--- src/logic/dtr_pkg.sv ---
package dtr_pkg;
  // Operating mode codes
  localparam logic [1:0] MODE_PRIME    = 2'h1;
  localparam logic [1:0] MODE_DISPENSE = 2'h2;
  localparam logic [1:0] MODE_METER    = 2'h3;
  // Ready configuration mask bits
  localparam int         CFG_SYS_PRIME  = 1;
  localparam int         CFG_SYS_FAULT  = 3;
  localparam int         CFG_CH_PRIME   = 5;
  localparam int         CFG_CH_FAULT   = 7;
  localparam logic [7:0] CFG_RESET      = 8'h00;
  // Fault codes
  localparam logic [11:0] CODE_NONE     = 12'h000;
  localparam logic [11:0] CODE_OTHER_CH = 12'd1000;
  localparam logic [11:0] CODE_ROTARY   = 12'd1002;
  localparam logic [7:0]  STALL_LIMIT_DEF = 8'h04;
  typedef enum logic [1:0] {ST_IDLE, ST_BUSY, ST_FAULT} dtr_state_t;
endpackage

--- src/logic/dtr_core.sv ---
module dtr_core
  import dtr_pkg::*;
#(
  parameter int NCH = 4
) (
  input  wire logic             REF_CLK,        // 100 MHz clock
  input  wire logic             NRST,           // Sync reset, active low
  input  wire logic             SYS_TRIG_IN,    // System trigger contact, closed is true
  input  wire logic [NCH-1:0]   CH_TRIG_IN,     // Channel trigger contacts
  input  wire logic [NCH*2-1:0] CH_MODE,        // Mode per channel
  input  wire logic [7:0]       READY_CFG,      // Ready configuration mask
  input  wire logic [NCH-1:0]   REF_REQ,        // Channel needs reference
  input  wire logic [NCH-1:0]   OP_DONE,        // Channel operation finished pulse
  input  wire logic [NCH-1:0]   STALL,          // Channel motor stall pulse
  input  wire logic [7:0]       STALL_LIMIT,    // Stalls before fault
  input  wire logic             FAULT_CLR,      // Clear all faults pulse
  output logic [NCH-1:0]        CH_START,       // Channel start pulse
  output logic                  SYS_READY_OUT,  // System ready switch
  output logic [NCH-1:0]        CH_READY_OUT,   // Channel ready switches
  output logic                  FAULT_OUT,      // Inverted fault switch
  output logic [NCH*12-1:0]     FAULT_CODE      // Fault code per channel
);

  logic [NCH:0]      s1_reg;
  logic [NCH:0]      s2_reg;
  logic [NCH:0]      s3_reg;
  logic [NCH:0]      rise;
  logic [NCH-1:0]    faulted_reg;
  logic [NCH-1:0]    busy_reg;
  logic              any_fault;
  logic [NCH-1:0]    go;
  logic [11:0]       code_reg [NCH];
  logic              sys_ready;
  dtr_state_t        state_reg;

  function automatic logic [1:0] mode_of(input logic [NCH*2-1:0] m, input int i);
    mode_of = m[i*2 +: 2];
  endfunction

  // Contact closure drives the pin high; synchroniser then edge detect
  always_ff @(posedge REF_CLK) begin
    if (!NRST) begin
      s1_reg <= '0;
      s2_reg <= '0;
      s3_reg <= '0;
    end else begin
      s1_reg <= {SYS_TRIG_IN, CH_TRIG_IN};
      s2_reg <= s1_reg;
      s3_reg <= s2_reg;
    end
  end
  assign rise = s2_reg & ~s3_reg;
  assign any_fault = |faulted_reg;

  // System level: a sys trigger in ST_IDLE drives every unblocked channel in Dispense or Prime mode
  always_ff @(posedge REF_CLK) begin
    if (!NRST) begin
      state_reg <= ST_IDLE;
    end else begin
      unique case (state_reg)
        ST_IDLE:  if (any_fault) state_reg <= ST_FAULT;
                  else if (rise[NCH] || |go) state_reg <= ST_BUSY;
        ST_BUSY:  if (any_fault) state_reg <= ST_FAULT;
                  else if (busy_reg == '0) state_reg <= ST_IDLE;
        ST_FAULT: if (!any_fault) state_reg <= ST_IDLE;
      endcase
    end
  end

  genvar g;
  generate
    for (g = 0; g < NCH; g++) begin : gch
      logic [1:0] md;
      logic [7:0] stall_cnt_reg;
      logic       ch_block;
      logic       ch_ready;
      logic       own_mode;
      logic       sys_mode;
      assign md = mode_of(CH_MODE, g);
      assign own_mode = (md == MODE_DISPENSE) || (md == MODE_METER);
      assign sys_mode = (md == MODE_DISPENSE) || (md == MODE_PRIME);
      assign ch_block = faulted_reg[g] | REF_REQ[g] | busy_reg[g];
      // Own trigger: Dispense or Meter only; system trigger: Dispense or Prime
      assign go[g] = !ch_block && !any_fault &&
                     ((rise[g] && own_mode) ||
                      (rise[NCH] && state_reg == ST_IDLE && sys_mode));
      always_ff @(posedge REF_CLK) begin
        if (!NRST) begin
          busy_reg[g]    <= 1'b0;
          faulted_reg[g] <= 1'b0;
          stall_cnt_reg  <= 8'h00;
          code_reg[g]    <= CODE_NONE;
          CH_START[g]    <= 1'b0;
        end else begin
          CH_START[g] <= go[g];
          if (go[g]) begin
            busy_reg[g]   <= 1'b1;
            stall_cnt_reg <= 8'h00;
          end else if (OP_DONE[g] || faulted_reg[g]) begin
            busy_reg[g] <= 1'b0;
          end
          if (busy_reg[g] && STALL[g] && !faulted_reg[g]) begin
            stall_cnt_reg <= stall_cnt_reg + 8'h01;
            if (stall_cnt_reg + 8'h01 >= STALL_LIMIT) begin
              faulted_reg[g] <= 1'b1;
              code_reg[g]    <= CODE_ROTARY;
            end
          end else if (FAULT_CLR) begin
            faulted_reg[g] <= 1'b0;
            code_reg[g]    <= CODE_NONE;
          end else if (!faulted_reg[g] && any_fault) begin
            code_reg[g] <= CODE_OTHER_CH;
          end else if (!any_fault) begin
            code_reg[g] <= CODE_NONE;
          end
        end
      end
      assign ch_ready = !busy_reg[g] &&
                        !(READY_CFG[CFG_CH_PRIME] && md == MODE_PRIME) &&
                        !(READY_CFG[CFG_CH_FAULT] && (faulted_reg[g] || REF_REQ[g]));
      always_ff @(posedge REF_CLK) begin
        if (!NRST) CH_READY_OUT[g] <= 1'b0;
        else CH_READY_OUT[g] <= ch_ready;
      end
      assign FAULT_CODE[g*12 +: 12] = code_reg[g];

      // Per-channel checks
      ch_retrig_a: assert property (@(posedge REF_CLK) disable iff (!NRST)
        CH_START[g] |=> !CH_START[g])
        else $error("start pulse longer than one cycle");

      ch_done_a: assert property (@(posedge REF_CLK) disable iff (!NRST)
        (busy_reg[g] && OP_DONE[g]) |=> !busy_reg[g])
        else $error("channel stayed busy after done");

      ch_block_a: assert property (@(posedge REF_CLK) disable iff (!NRST)
        ch_block |-> !go[g])
        else $error("blocked channel accepted trigger");

      ch_prime_a: assert property (@(posedge REF_CLK) disable iff (!NRST)
        (rise[g] && !rise[NCH] && md == MODE_PRIME) |-> !go[g])
        else $error("own trigger started prime channel");

      ch_meter_sys_a: assert property (@(posedge REF_CLK) disable iff (!NRST)
        (rise[NCH] && !rise[g] && md == MODE_METER) |-> !go[g])
        else $error("system trigger started meter channel");

      ch_own_go_a: assert property (@(posedge REF_CLK) disable iff (!NRST)
        (rise[g] && !ch_block && !any_fault && md == MODE_METER) |-> go[g])
        else $error("own trigger not accepted in meter");

      ch_sys_go_a: assert property (@(posedge REF_CLK) disable iff (!NRST)
        (rise[NCH] && state_reg == ST_IDLE && !ch_block && !any_fault && md == MODE_PRIME) |-> go[g])
        else $error("system trigger not accepted in prime");

      ch_start_a: assert property (@(posedge REF_CLK) disable iff (!NRST)
        go[g] |=> CH_START[g])
        else $error("accepted trigger gave no start");

      ch_sync_a: assert property (@(posedge REF_CLK) disable iff (!NRST)
        rise[g] |-> $past(CH_TRIG_IN[g], 2))
        else $error("channel edge seen before two stages");

      stall_clear_a: assert property (@(posedge REF_CLK) disable iff (!NRST)
        go[g] |=> (stall_cnt_reg == 8'h00))
        else $error("stall count not cleared at start");

      stall_fault_a: assert property (@(posedge REF_CLK) disable iff (!NRST)
        (busy_reg[g] && STALL[g] && !faulted_reg[g] && (stall_cnt_reg + 8'h01 >= STALL_LIMIT)) |=> faulted_reg[g])
        else $error("stall limit reached without fault");

      fault_cause_a: assert property (@(posedge REF_CLK) disable iff (!NRST)
        $rose(faulted_reg[g]) |-> $past(STALL[g]))
        else $error("fault without stall");

      other_code_a: assert property (@(posedge REF_CLK) disable iff (!NRST)
        (!faulted_reg[g] && any_fault && !FAULT_CLR && !(busy_reg[g] && STALL[g]))
        |=> (code_reg[g] == CODE_OTHER_CH))
        else $error("other channel code missing");

      code_legal_a: assert property (@(posedge REF_CLK) disable iff (!NRST)
        (code_reg[g] == CODE_NONE) || (code_reg[g] == CODE_OTHER_CH) || (code_reg[g] == CODE_ROTARY))
        else $error("reserved fault code issued");

      clear_fault_a: assert property (@(posedge REF_CLK) disable iff (!NRST)
        (FAULT_CLR && !(busy_reg[g] && STALL[g])) |=> (!faulted_reg[g] && code_reg[g] == CODE_NONE))
        else $error("fault clear ignored");

      ch_busy_rdy_a: assert property (@(posedge REF_CLK) disable iff (!NRST)
        busy_reg[g] |=> !CH_READY_OUT[g])
        else $error("channel ready while busy");

      ch_idle_rdy_a: assert property (@(posedge REF_CLK) disable iff (!NRST)
        (!busy_reg[g] && !faulted_reg[g] && !REF_REQ[g] && md != MODE_PRIME) |=> CH_READY_OUT[g])
        else $error("idle channel not ready");

      ch_prime_mask_a: assert property (@(posedge REF_CLK) disable iff (!NRST)
        (READY_CFG[CFG_CH_PRIME] && md == MODE_PRIME) |=> !CH_READY_OUT[g])
        else $error("prime mask ignored on channel ready");

      ch_ref_mask_a: assert property (@(posedge REF_CLK) disable iff (!NRST)
        (READY_CFG[CFG_CH_FAULT] && (faulted_reg[g] || REF_REQ[g])) |=> !CH_READY_OUT[g])
        else $error("fault mask ignored on channel ready");
    end
  endgenerate

  assign sys_ready = state_reg == ST_IDLE && !any_fault &&
                     !(READY_CFG[CFG_SYS_PRIME] && mode_of(CH_MODE, 0) == MODE_PRIME) &&
                     !(READY_CFG[CFG_SYS_FAULT] && |REF_REQ);

  // Outputs high mean switch conducts
  always_ff @(posedge REF_CLK) begin
    if (!NRST) begin
      SYS_READY_OUT <= 1'b0;
      FAULT_OUT     <= 1'b1;
    end else begin
      SYS_READY_OUT <= sys_ready && !rise[NCH] && (go == '0);
      FAULT_OUT     <= !any_fault;
    end
  end

  ready_not_busy_a: assert property (@(posedge REF_CLK) disable iff (!NRST)
    (state_reg == ST_BUSY) |=> !SYS_READY_OUT)
    else $error("ready asserted while busy");
  fault_inverted_a: assert property (@(posedge REF_CLK) disable iff (!NRST)
    any_fault |=> !FAULT_OUT)
    else $error("fault output not low while faulted");
  sync_start_a: assert property (@(posedge REF_CLK) disable iff (!NRST)
    (|CH_START) |-> $past(|go))
    else $error("start without detected edge");
  prime_no_ch_a: assert property (@(posedge REF_CLK) disable iff (!NRST)
    (rise[0] && !rise[NCH] && mode_of(CH_MODE, 0) == MODE_PRIME) |-> !go[0])
    else $error("channel trigger started in prime");
  ignore_busy_a: assert property (@(posedge REF_CLK) disable iff (!NRST)
    busy_reg[0] |-> !go[0])
    else $error("retrigger during operation");
  ref_block_a: assert property (@(posedge REF_CLK) disable iff (!NRST)
    (REF_REQ[0] || faulted_reg[0]) |-> !go[0])
    else $error("trigger accepted while blocked");
  fault_start_a: assert property (@(posedge REF_CLK) disable iff (!NRST)
    any_fault |-> (go == '0))
    else $error("start while faulted");
  rotary_code_a: assert property (@(posedge REF_CLK) disable iff (!NRST)
    $rose(faulted_reg[0]) |-> code_reg[0] == CODE_ROTARY)
    else $error("wrong fault code");

  // System-level checks
  sys_fault_rdy_a: assert property (@(posedge REF_CLK) disable iff (!NRST)
    any_fault |=> !SYS_READY_OUT)
    else $error("system ready while faulted");

  sys_idle_rdy_a: assert property (@(posedge REF_CLK) disable iff (!NRST)
    (state_reg == ST_IDLE && !any_fault && !rise[NCH] && go == '0 &&
     !READY_CFG[CFG_SYS_PRIME] && !READY_CFG[CFG_SYS_FAULT]) |=> SYS_READY_OUT)
    else $error("idle system not ready");

  sys_prime_mask_a: assert property (@(posedge REF_CLK) disable iff (!NRST)
    (READY_CFG[CFG_SYS_PRIME] && mode_of(CH_MODE, 0) == MODE_PRIME) |=> !SYS_READY_OUT)
    else $error("prime mask ignored on system ready");

  sys_ref_mask_a: assert property (@(posedge REF_CLK) disable iff (!NRST)
    (READY_CFG[CFG_SYS_FAULT] && |REF_REQ) |=> !SYS_READY_OUT)
    else $error("reference mask ignored on system ready");

  no_fault_out_a: assert property (@(posedge REF_CLK) disable iff (!NRST)
    !any_fault |=> FAULT_OUT)
    else $error("fault output low without fault");

  fault_state_a: assert property (@(posedge REF_CLK) disable iff (!NRST)
    any_fault |=> (state_reg == ST_FAULT))
    else $error("fault state not entered");

  fault_idle_a: assert property (@(posedge REF_CLK) disable iff (!NRST)
    (state_reg == ST_FAULT && !any_fault) |=> (state_reg == ST_IDLE))
    else $error("fault state not left after clear");

  busy_exit_a: assert property (@(posedge REF_CLK) disable iff (!NRST)
    (state_reg == ST_BUSY && busy_reg == '0 && !any_fault) |=> (state_reg == ST_IDLE))
    else $error("system stuck busy");

  sys_go_busy_a: assert property (@(posedge REF_CLK) disable iff (!NRST)
    (state_reg == ST_IDLE && !any_fault && (rise[NCH] || |go)) |=> (state_reg == ST_BUSY))
    else $error("start did not make system busy");

  sync_depth_a: assert property (@(posedge REF_CLK) disable iff (!NRST)
    rise[NCH] |-> $past(SYS_TRIG_IN, 2))
    else $error("system edge seen before two stages");

endmodule

--- config.mk ---
export PLATFORM = sky130hd
export DESIGN_NAME = dtr_core
export DESIGN_NICKNAME = d
export VERILOG_FILES = /design/src/logic/dtr_pkg.sv /design/src/logic/dtr_core.sv
export SDC_FILE = /design/constraint.sdc
export NUM_CORES = 1
export LEC_CHECK = 0
export BUFFER_PORTS_ARGS = -buffer_cell sky130_fd_sc_hd__buf_4
export CAP_MARGIN = 5
export CORE_MARGIN = 2
export CORE_UTILIZATION = 45
export CTS_CLUSTER_DIAMETER = 30
export DETAILED_ROUTE_END_ITERATION = 8
export HOLD_SLACK_MARGIN = 0.06
export PLACE_DENSITY = 0.68
export SLEW_MARGIN = 20
export SYNTH_ARGS = -nofsm -noshare
export SYNTH_HDL_FRONTEND = slang
export SYNTH_SLANG_ARGS = --single-unit
--- constraint.sdc ---
create_clock -name REF_CLK -period 5.73 [get_ports REF_CLK]
set_input_delay 0.8595 -clock REF_CLK [delete_from_list [all_inputs] [get_ports REF_CLK]]
set_output_delay 0.8595 -clock REF_CLK [all_outputs]
set_load 0.005 [all_outputs]
==> metrics.yaml, run 1 <==
clocking:
  numCtsBuffers: 9
  h-tree-depth: 3
  clkLatencyLatePin_ps: 350
  postCtsSetupRepairBufs: 0
  clk_pin_slew_worst_paths_ps: 90
  root_buffer: "clkbuf_8"
  clockBufferDepth: 2
  cts_sinks: 75
  cts_hold_buffers: 0
  cts_tree: "built"
  post_cts_resized: 0
placed_design:
  placed_cells_incl_taps: 696
  gp_congestion: 0.887
  portBuffers: 77
  dp_hpwl_um: 7750
cells_and_area:
  mostFrequentLayoutCell: "buf_4"
  layout_common_cells: "buf_4, dfxtp_1, ha_1"
  largest_register_ffs: 32
  seq_area_um2: 1580
  area_growth_pct: 14.7
  nets: 666
  diodes: 0
  final_cells: 712
  multi_input_area_um2: 2670
  layout-drive-gt1-share_pct: 17.2
  n_fill_cell: 912
critical_path:
  end_kind: "register"
  reg2regPathDepth: 8
  worstSetupPathType: "reg -> reg"
  crit_fanout: 6
  critPathArrivalTime_ps: 2950
  cp.required_ps: 5800
  crit_start: "gch[0].stall_cnt_reg[0]"
  r2r-start: "gch[0].stall_cnt_reg[0]"
  critPathLaunchType: "register"
power_and_ir_drop:
  p_leak_nw: 2.42
  total_power_mw: 1.14
  power.density_nw_per_um2: 214
  ir_drop_mv: 0.115
synthesis:
  synth.area.top_cells: "dfxtp_1, ha_1, buf_4"
  synth_edf_count: 8
  netlist_instances: 521
  avgSynthCellArea_um2: 8.89
  synth_top_area_cell: "dfxtp_1"
  synthArstFlopShare_pct: 0
  synth_top_area_share_pct: 28.9
  synth_top_flop_cell: "dfxtp_1"
  ys_seq_area_share_pct: 34.1
  synth-seq-cells: 75
  synth.distinct_cells: 50
  syn_area_um2: 4630
  synth_warnings: 0
global_route:
  grt_usage_pct: 19.2
  antenna_found_initial: 0
  grt_pass1_wl_um: 17100
  grt_pass1_vias: 3571
  grt_max_degree: 74
  overflow: 0
floorplanning:
  die_area_um2: 11100
  design.core.area_um2: 10100
  rows: 37
  boundaryPins: 102
  initial_utilization_pct: 45.7
  die_h_um: 105
  die_width_um: 105
sta:
  holdWs_ps: 440
  fin_crit_ps: 2880
  rsz0062_at_grt: "false"
  hold_viol: 0
  worst_slew_pin_slew_ps: 1080
  fmax_ghz: 0.348
  slew_headroom_pct: 27.1
  setup_viol: 0
  fin_crit_sh_pct: 50.2
  finalMaxSlewViolations: 0
  tns_ps: 0
  clock_skew_ps: 12.3
routing:
  wl_per_cell_um: 14.5
  viasPerCell: 5.37
  vias: 3821
  initialDrtViolationCount: 122
  drc: 0
  drt_wl_total_um: 10400
  drt_pre_antenna_iters: 4
  ant_nets: 0
hold_path:
  hold_path_startpoint: "s1_reg[3]"
  hp-class: "reg -> reg"
  holdPathStages: 1
run_status:
  run_status: "finished clean"
job:
  drv_cap: 0
==> path summary, 6_finish.rpt <==
| kind | endpoint | slack, ps |
|---|---|---|
| min reg2reg | s2_reg[3] | 440 |
| max | code_reg[0][5] | 2850 |
| min | s2_reg[3] | 440 |
| max reg2reg | code_reg[0][5] | 2850 |
==> routing by layer <==
metal  wire, um  vias up  global-route usage [%]
met4        263        0                    7.43
met5          0        -                       0
li1           -     1890                       -
met1       4500     1779                    23.6
met3        602       21                    4.27
met2       4990      131                    32.5
==> cell families after synthesis <==
group                    after synthesis  share of synthesized area (%)
AO/OA/AOI/OAI                        110                           15.4
AND/OR/NAND/NOR                      182                           22.3
XOR/XNOR                              24                           4.54
buffers and inverters                 78                           9.75
flip-flops                            75                           34.1
other                                  1                         0.0809
adder cells (fa/ha/maj)               51                           13.8
==> cell usage after synthesis (all sizes together) (2+ instances only) <==
cell	count
nor3	4
nor2	28
edfxtp	8
a21oi	19
dfxtp	67
a21o	9
and3	6
a32oi	4
nand3b	7
clkbuf	16
buf	42
nor2b	15
nor4	2
o32ai	6
o22ai	2
xor2	8
xnor2	16
a31oi	7
inv	20
and4	6
a22oi	9
and4b	4
a221oi	3
ha	51
or4	2
nand2	39
nand2b	5
nand3	10
o21ai	31
and3b	4
or3	7
nor3b	7
and2	28
a21boi	9
o41ai	2
nand4	5
o21a	4
==> metrics by stage <==
stage | worst slack [ps] | instance area (um^2) | utilization, %
after floorplan | 3340 | 4700 | -
after CTS | 2880 | 5320 | 52.4
final | 2850 | 5320 | 52.4
after global placement | 2830 | 5080 | 50.1
after detailed placement | 2740 | 5080 | 50.1
after global routing | 2650 | 5320 | 52.4
==> area by class of cell <==
cell class	count	area share, %
clock buffers	12	3.74
repair buffers	78	11.0
multi-input cells	387	50.2
inverters	20	1.41
flip-flops and latches	75	29.7
clock inverters	4	0.635
well taps	136	3.20
==> report_power, final <==
group / total, mW / leakage, nW / switching (mW) / internal, mW
sequential: 0.548 / 0.643 / 0.00745 / 0.541
combinational: 0.129 / 1.66 / 0.0673 / 0.0615
clock: 0.458 / 0.115 / 0.218 / 0.241
==> worst max-delay path, stage by stage (launching register included) <==
cell and delay, ps:
dfxtp_1 420, ha_1 260, nand3_1 200, nor2_1 170, xor2_1 210, ha_1 280, and4_1 200, a221oi_1 590
a32oi_1 260
Note: power is estimated with default switching activity, not from simulation.
==> run 2: changes to the inputs <==
--- a/config.mk
+++ b/config.mk
@@ -5,6 +5,7 @@
 export SDC_FILE = /design/constraint.sdc
 export NUM_CORES = 1
 export LEC_CHECK = 0
+export ABC_AREA = 1
 export BUFFER_PORTS_ARGS = -buffer_cell sky130_fd_sc_hd__buf_4
 export CAP_MARGIN = 5
 export CORE_MARGIN = 2
==> constraint.sdc (replaced) <==
create_clock -name REF_CLK -period 2.9 [get_ports REF_CLK]
set_input_delay 0.435 -clock REF_CLK [delete_from_list [all_inputs] [get_ports REF_CLK]]
set_output_delay 0.435 -clock REF_CLK [all_outputs]
set_load 0.005 [all_outputs]
==> run 2 against run 1 <==
Compared with the run above:
- combinational power increased to 2.9 times the previous value
- routed wire length is 4.0% higher
- highest routed layer unchanged
- critical path depth increased by 4
- critical endpoint is now code_reg[1][0]
- via count is 8.7% higher
- first-iteration DRC count is 65% higher
- largest power group unchanged
==> metrics.yaml, run 2 <==
synthesis:
  synth_edf_count: 8  # unchanged
  synth_warnings: 0  # unchanged
  synth_top_area_cell: "dfxtp_1"
  synth.distinct_cells: 40  # -20%
  synth-seq-cells: 75  # unchanged
  synthAdderAreaFrac_pct: 13.3  # -0.44 points
  synth_xor_area_share_pct: 3.66  # -0.88 points
  synthTopCellsByCount: "nand2_1, inv_1, dfxtp_1"
  synth-compound-area-share_pct: 8.24  # -7.2 points
  synthArstFlopShare_pct: 0  # unchanged
  syn_area_um2: 4780  # +3.3%
  yosys.area_share.simple_pct: 25.5  # +3.2 points
  synth_top_area_share_pct: 28.0  # -0.92 points
  ys_seq_area_share_pct: 33.1  # -1.1 points
  synth_top_family_by_area: "simple AND/OR/NAND/NOR gates"
  netlist_instances: 642  # +23%
  synth.area.top_cells: "dfxtp_1, ha_1, nand2_1"
  synth_most_common_cell: "nand2_1"
  avgSynthCellArea_um2: 7.45  # -16%
  synthMuxAreaShare_pct: 0  # unchanged
  synth_top_flop_cell: "dfxtp_1"
floorplanning:
  die_width_um: 107  # +1.6%
  initial_utilization_pct: 46.3  # +0.65 points
  boundaryPins: 102  # unchanged
  die_area_um2: 11500  # +3.1%
  rows: 37  # unchanged
  die_h_um: 107  # +1.6%
  design.core.area_um2: 10300  # +1.8%
clocking:
  clockBufferDepth: 2  # unchanged
  postCtsSetupRepairBufs: 0  # unchanged
  cts_tree: "built"
  root_buffer: "clkbuf_8"
  post_cts_resized: 0  # unchanged
  clk_pin_slew_worst_paths_ps: 80  # about the same
  cts_sinks: 75  # unchanged
  numCtsBuffers: 9  # unchanged
  h-tree-depth: 3  # unchanged
  clkLatencyLatePin_ps: 360  # about the same
  cts_hold_buffers: 0  # unchanged
critical_path:
  crit_fanout: 5  # -1
  cp.required_ps: 2990  # -2810 ps
  worstSetupPathType: "reg -> reg"
  critPathArrivalTime_ps: 2530  # -420 ps
  end_kind: "register"
  critPathLaunchType: "register"
  rrSetupSlack_ps: 450  # -2400 ps
routing:
  vias: 4153  # +8.7%
  viasPerCell: 4.91  # -8.4%
  initialDrtViolationCount: 201  # +65%
  ant_nets: 0  # unchanged
  drt_pre_antenna_iters: 4  # unchanged
  wl_per_cell_um: 12.7  # -12%
  drt_wl_total_um: 10800  # +4.0%
  drc: 0  # unchanged
power_and_ir_drop:
  p_seq_share_pct: 48.3  # about the same
  power.density_nw_per_um2: 416  # +95%
  switching_share_pct: 27.7  # +1.9 points
  comb_power_share_pct: 16.4  # +5.1 points
  p_int_mw: 1.66  # +97%
  p_switching_mw: 0.634  # +120%
  ir_drop_mv: 0.202  # +76%
  clockPowerShare_pct: 35.3  # -5.1 points
  p_leak_nw: 2.89  # +19%
sta:
  setup_viol: 0  # unchanged
  clock_skew_ps: 11.6  # -0.698 ps
  fmax_ghz: 0.408  # +17%
  finalMaxSlewViolations: 0  # unchanged
  tns_ps: 0  # unchanged
  hold_viol: 0  # unchanged
  rsz0062_at_grt: "false"
  fin_crit_ps: 2450  # -426 ps
  fin_crit_sh_pct: 84.4  # +34 points
global_route:
  grt_max_degree: 39  # -47%
  grt_pass1_vias: 3925  # +9.9%
  antenna_found_initial: 0  # unchanged
  grt_usage_pct: 19.2  # about the same
  overflow: 0  # unchanged
  grt_pass1_wl_um: 17500  # +2.7%
placed_design:
  placed_cells_incl_taps: 829  # +19%
  dp_hpwl_um: 8180  # +5.6%
  portBuffers: 77  # unchanged
  gp_congestion: 0.832  # -6.3%
cells_and_area:
  mostFrequentLayoutCell: "nand2_1"
  layout-drive-gt1-share_pct: 18.1  # +0.87 points
  area_growth_pct: 15.0
  diodes: 0  # unchanged
  layout_common_cells: "nand2_1, inv_1, buf_4"
  largest_register_ffs: 32  # unchanged
  nets: 799  # +20%
  final_cells: 845  # +19%
hold_path:
  hp-class: "in -> reg"
run_status:
  run_status: "finished clean"
job:
  drv_cap: 0  # unchanged
==> run 2: worst paths after layout <==
check                                from             end  cells past startpoint
setup reg to reg  gch[1].stall_cnt_reg[0]  code_reg[1][0]                     12
hold / removal                SYS_TRIG_IN       s1_reg[4]                      3
setup / recovery  gch[1].stall_cnt_reg[0]  code_reg[1][0]                     12
hold reg to reg                 s1_reg[4]       s2_reg[4]                      2
==> run 2: power groups by stage <==
stage,sequential [mW],clock (mW),combinational (mW)
final,1.11,0.809,0.376
after CTS,1.11,0.834,0.377
after detailed placement,1.13,0,0.374
after global routing,1.11,0.869,0.428
after floorplan,1.13,0,0.262
after global placement,1.13,0,0.364
==> run 2: area by class of cell <==
type / count / area, um^2
Clock inverter: 2 / 17.5
Clock buffer: 14 / 184
Inverter: 111 / 422
Multi-Input combinational cell: 424 / 2500
Sequential cell: 75 / 1580
Timing Repair Buffer: 83 / 623
Tap cell: 136 / 170
Fill cell: 960 / 4820
==> run 2: worst max-delay path: stages, from the launching register on <==
cell and delay [ps]:
dfxtp_1 410, and3_1 210, nand3_1 120, nor2_1 180, nand3_1 110, and2_1 170, ha_1 280, nand2_1 100
nor2_1 60, a211oi_1 170, nand3_1 150, nand2_1 90, nand4_1 120
==> run 2: metrics by stage <==
step / worst slack [ps] / area (um^2) / power [mW] / utilization [%] / hold slack, ps
2_1_floorplan: 752 / 4860 / 1.39 / - / 390
3_3_place_gp: 497 / 5300 / 1.49 / 51.4 / 393
3_5_place_dp: 477 / 5300 / 1.51 / 51.4 / 405
4_1_cts: 458 / 5500 / 2.32 / 53.3 / 243
5_1_grt: 192 / 5500 / 2.41 / 53.3 / 253
6_report: 451 / 5500 / 2.29 / 53.3 / 256
==> run 2: per-layer routing <==
metal,vias up,wire (um),track usage (%)
li1,2120,-,-
met1,1909,4790,23.9
met2,109,5300,33.0
met3,15,494,2.61
met4,0,188,7.98
met5,-,0,0
==> run 2: cells by family after synthesis <==
kind of cell	count (synthesis)
other cells	1
xor+xnor	20
fa+ha+maj	51
flops	75
simple gates	263
buf+inv	162
compound gates	70
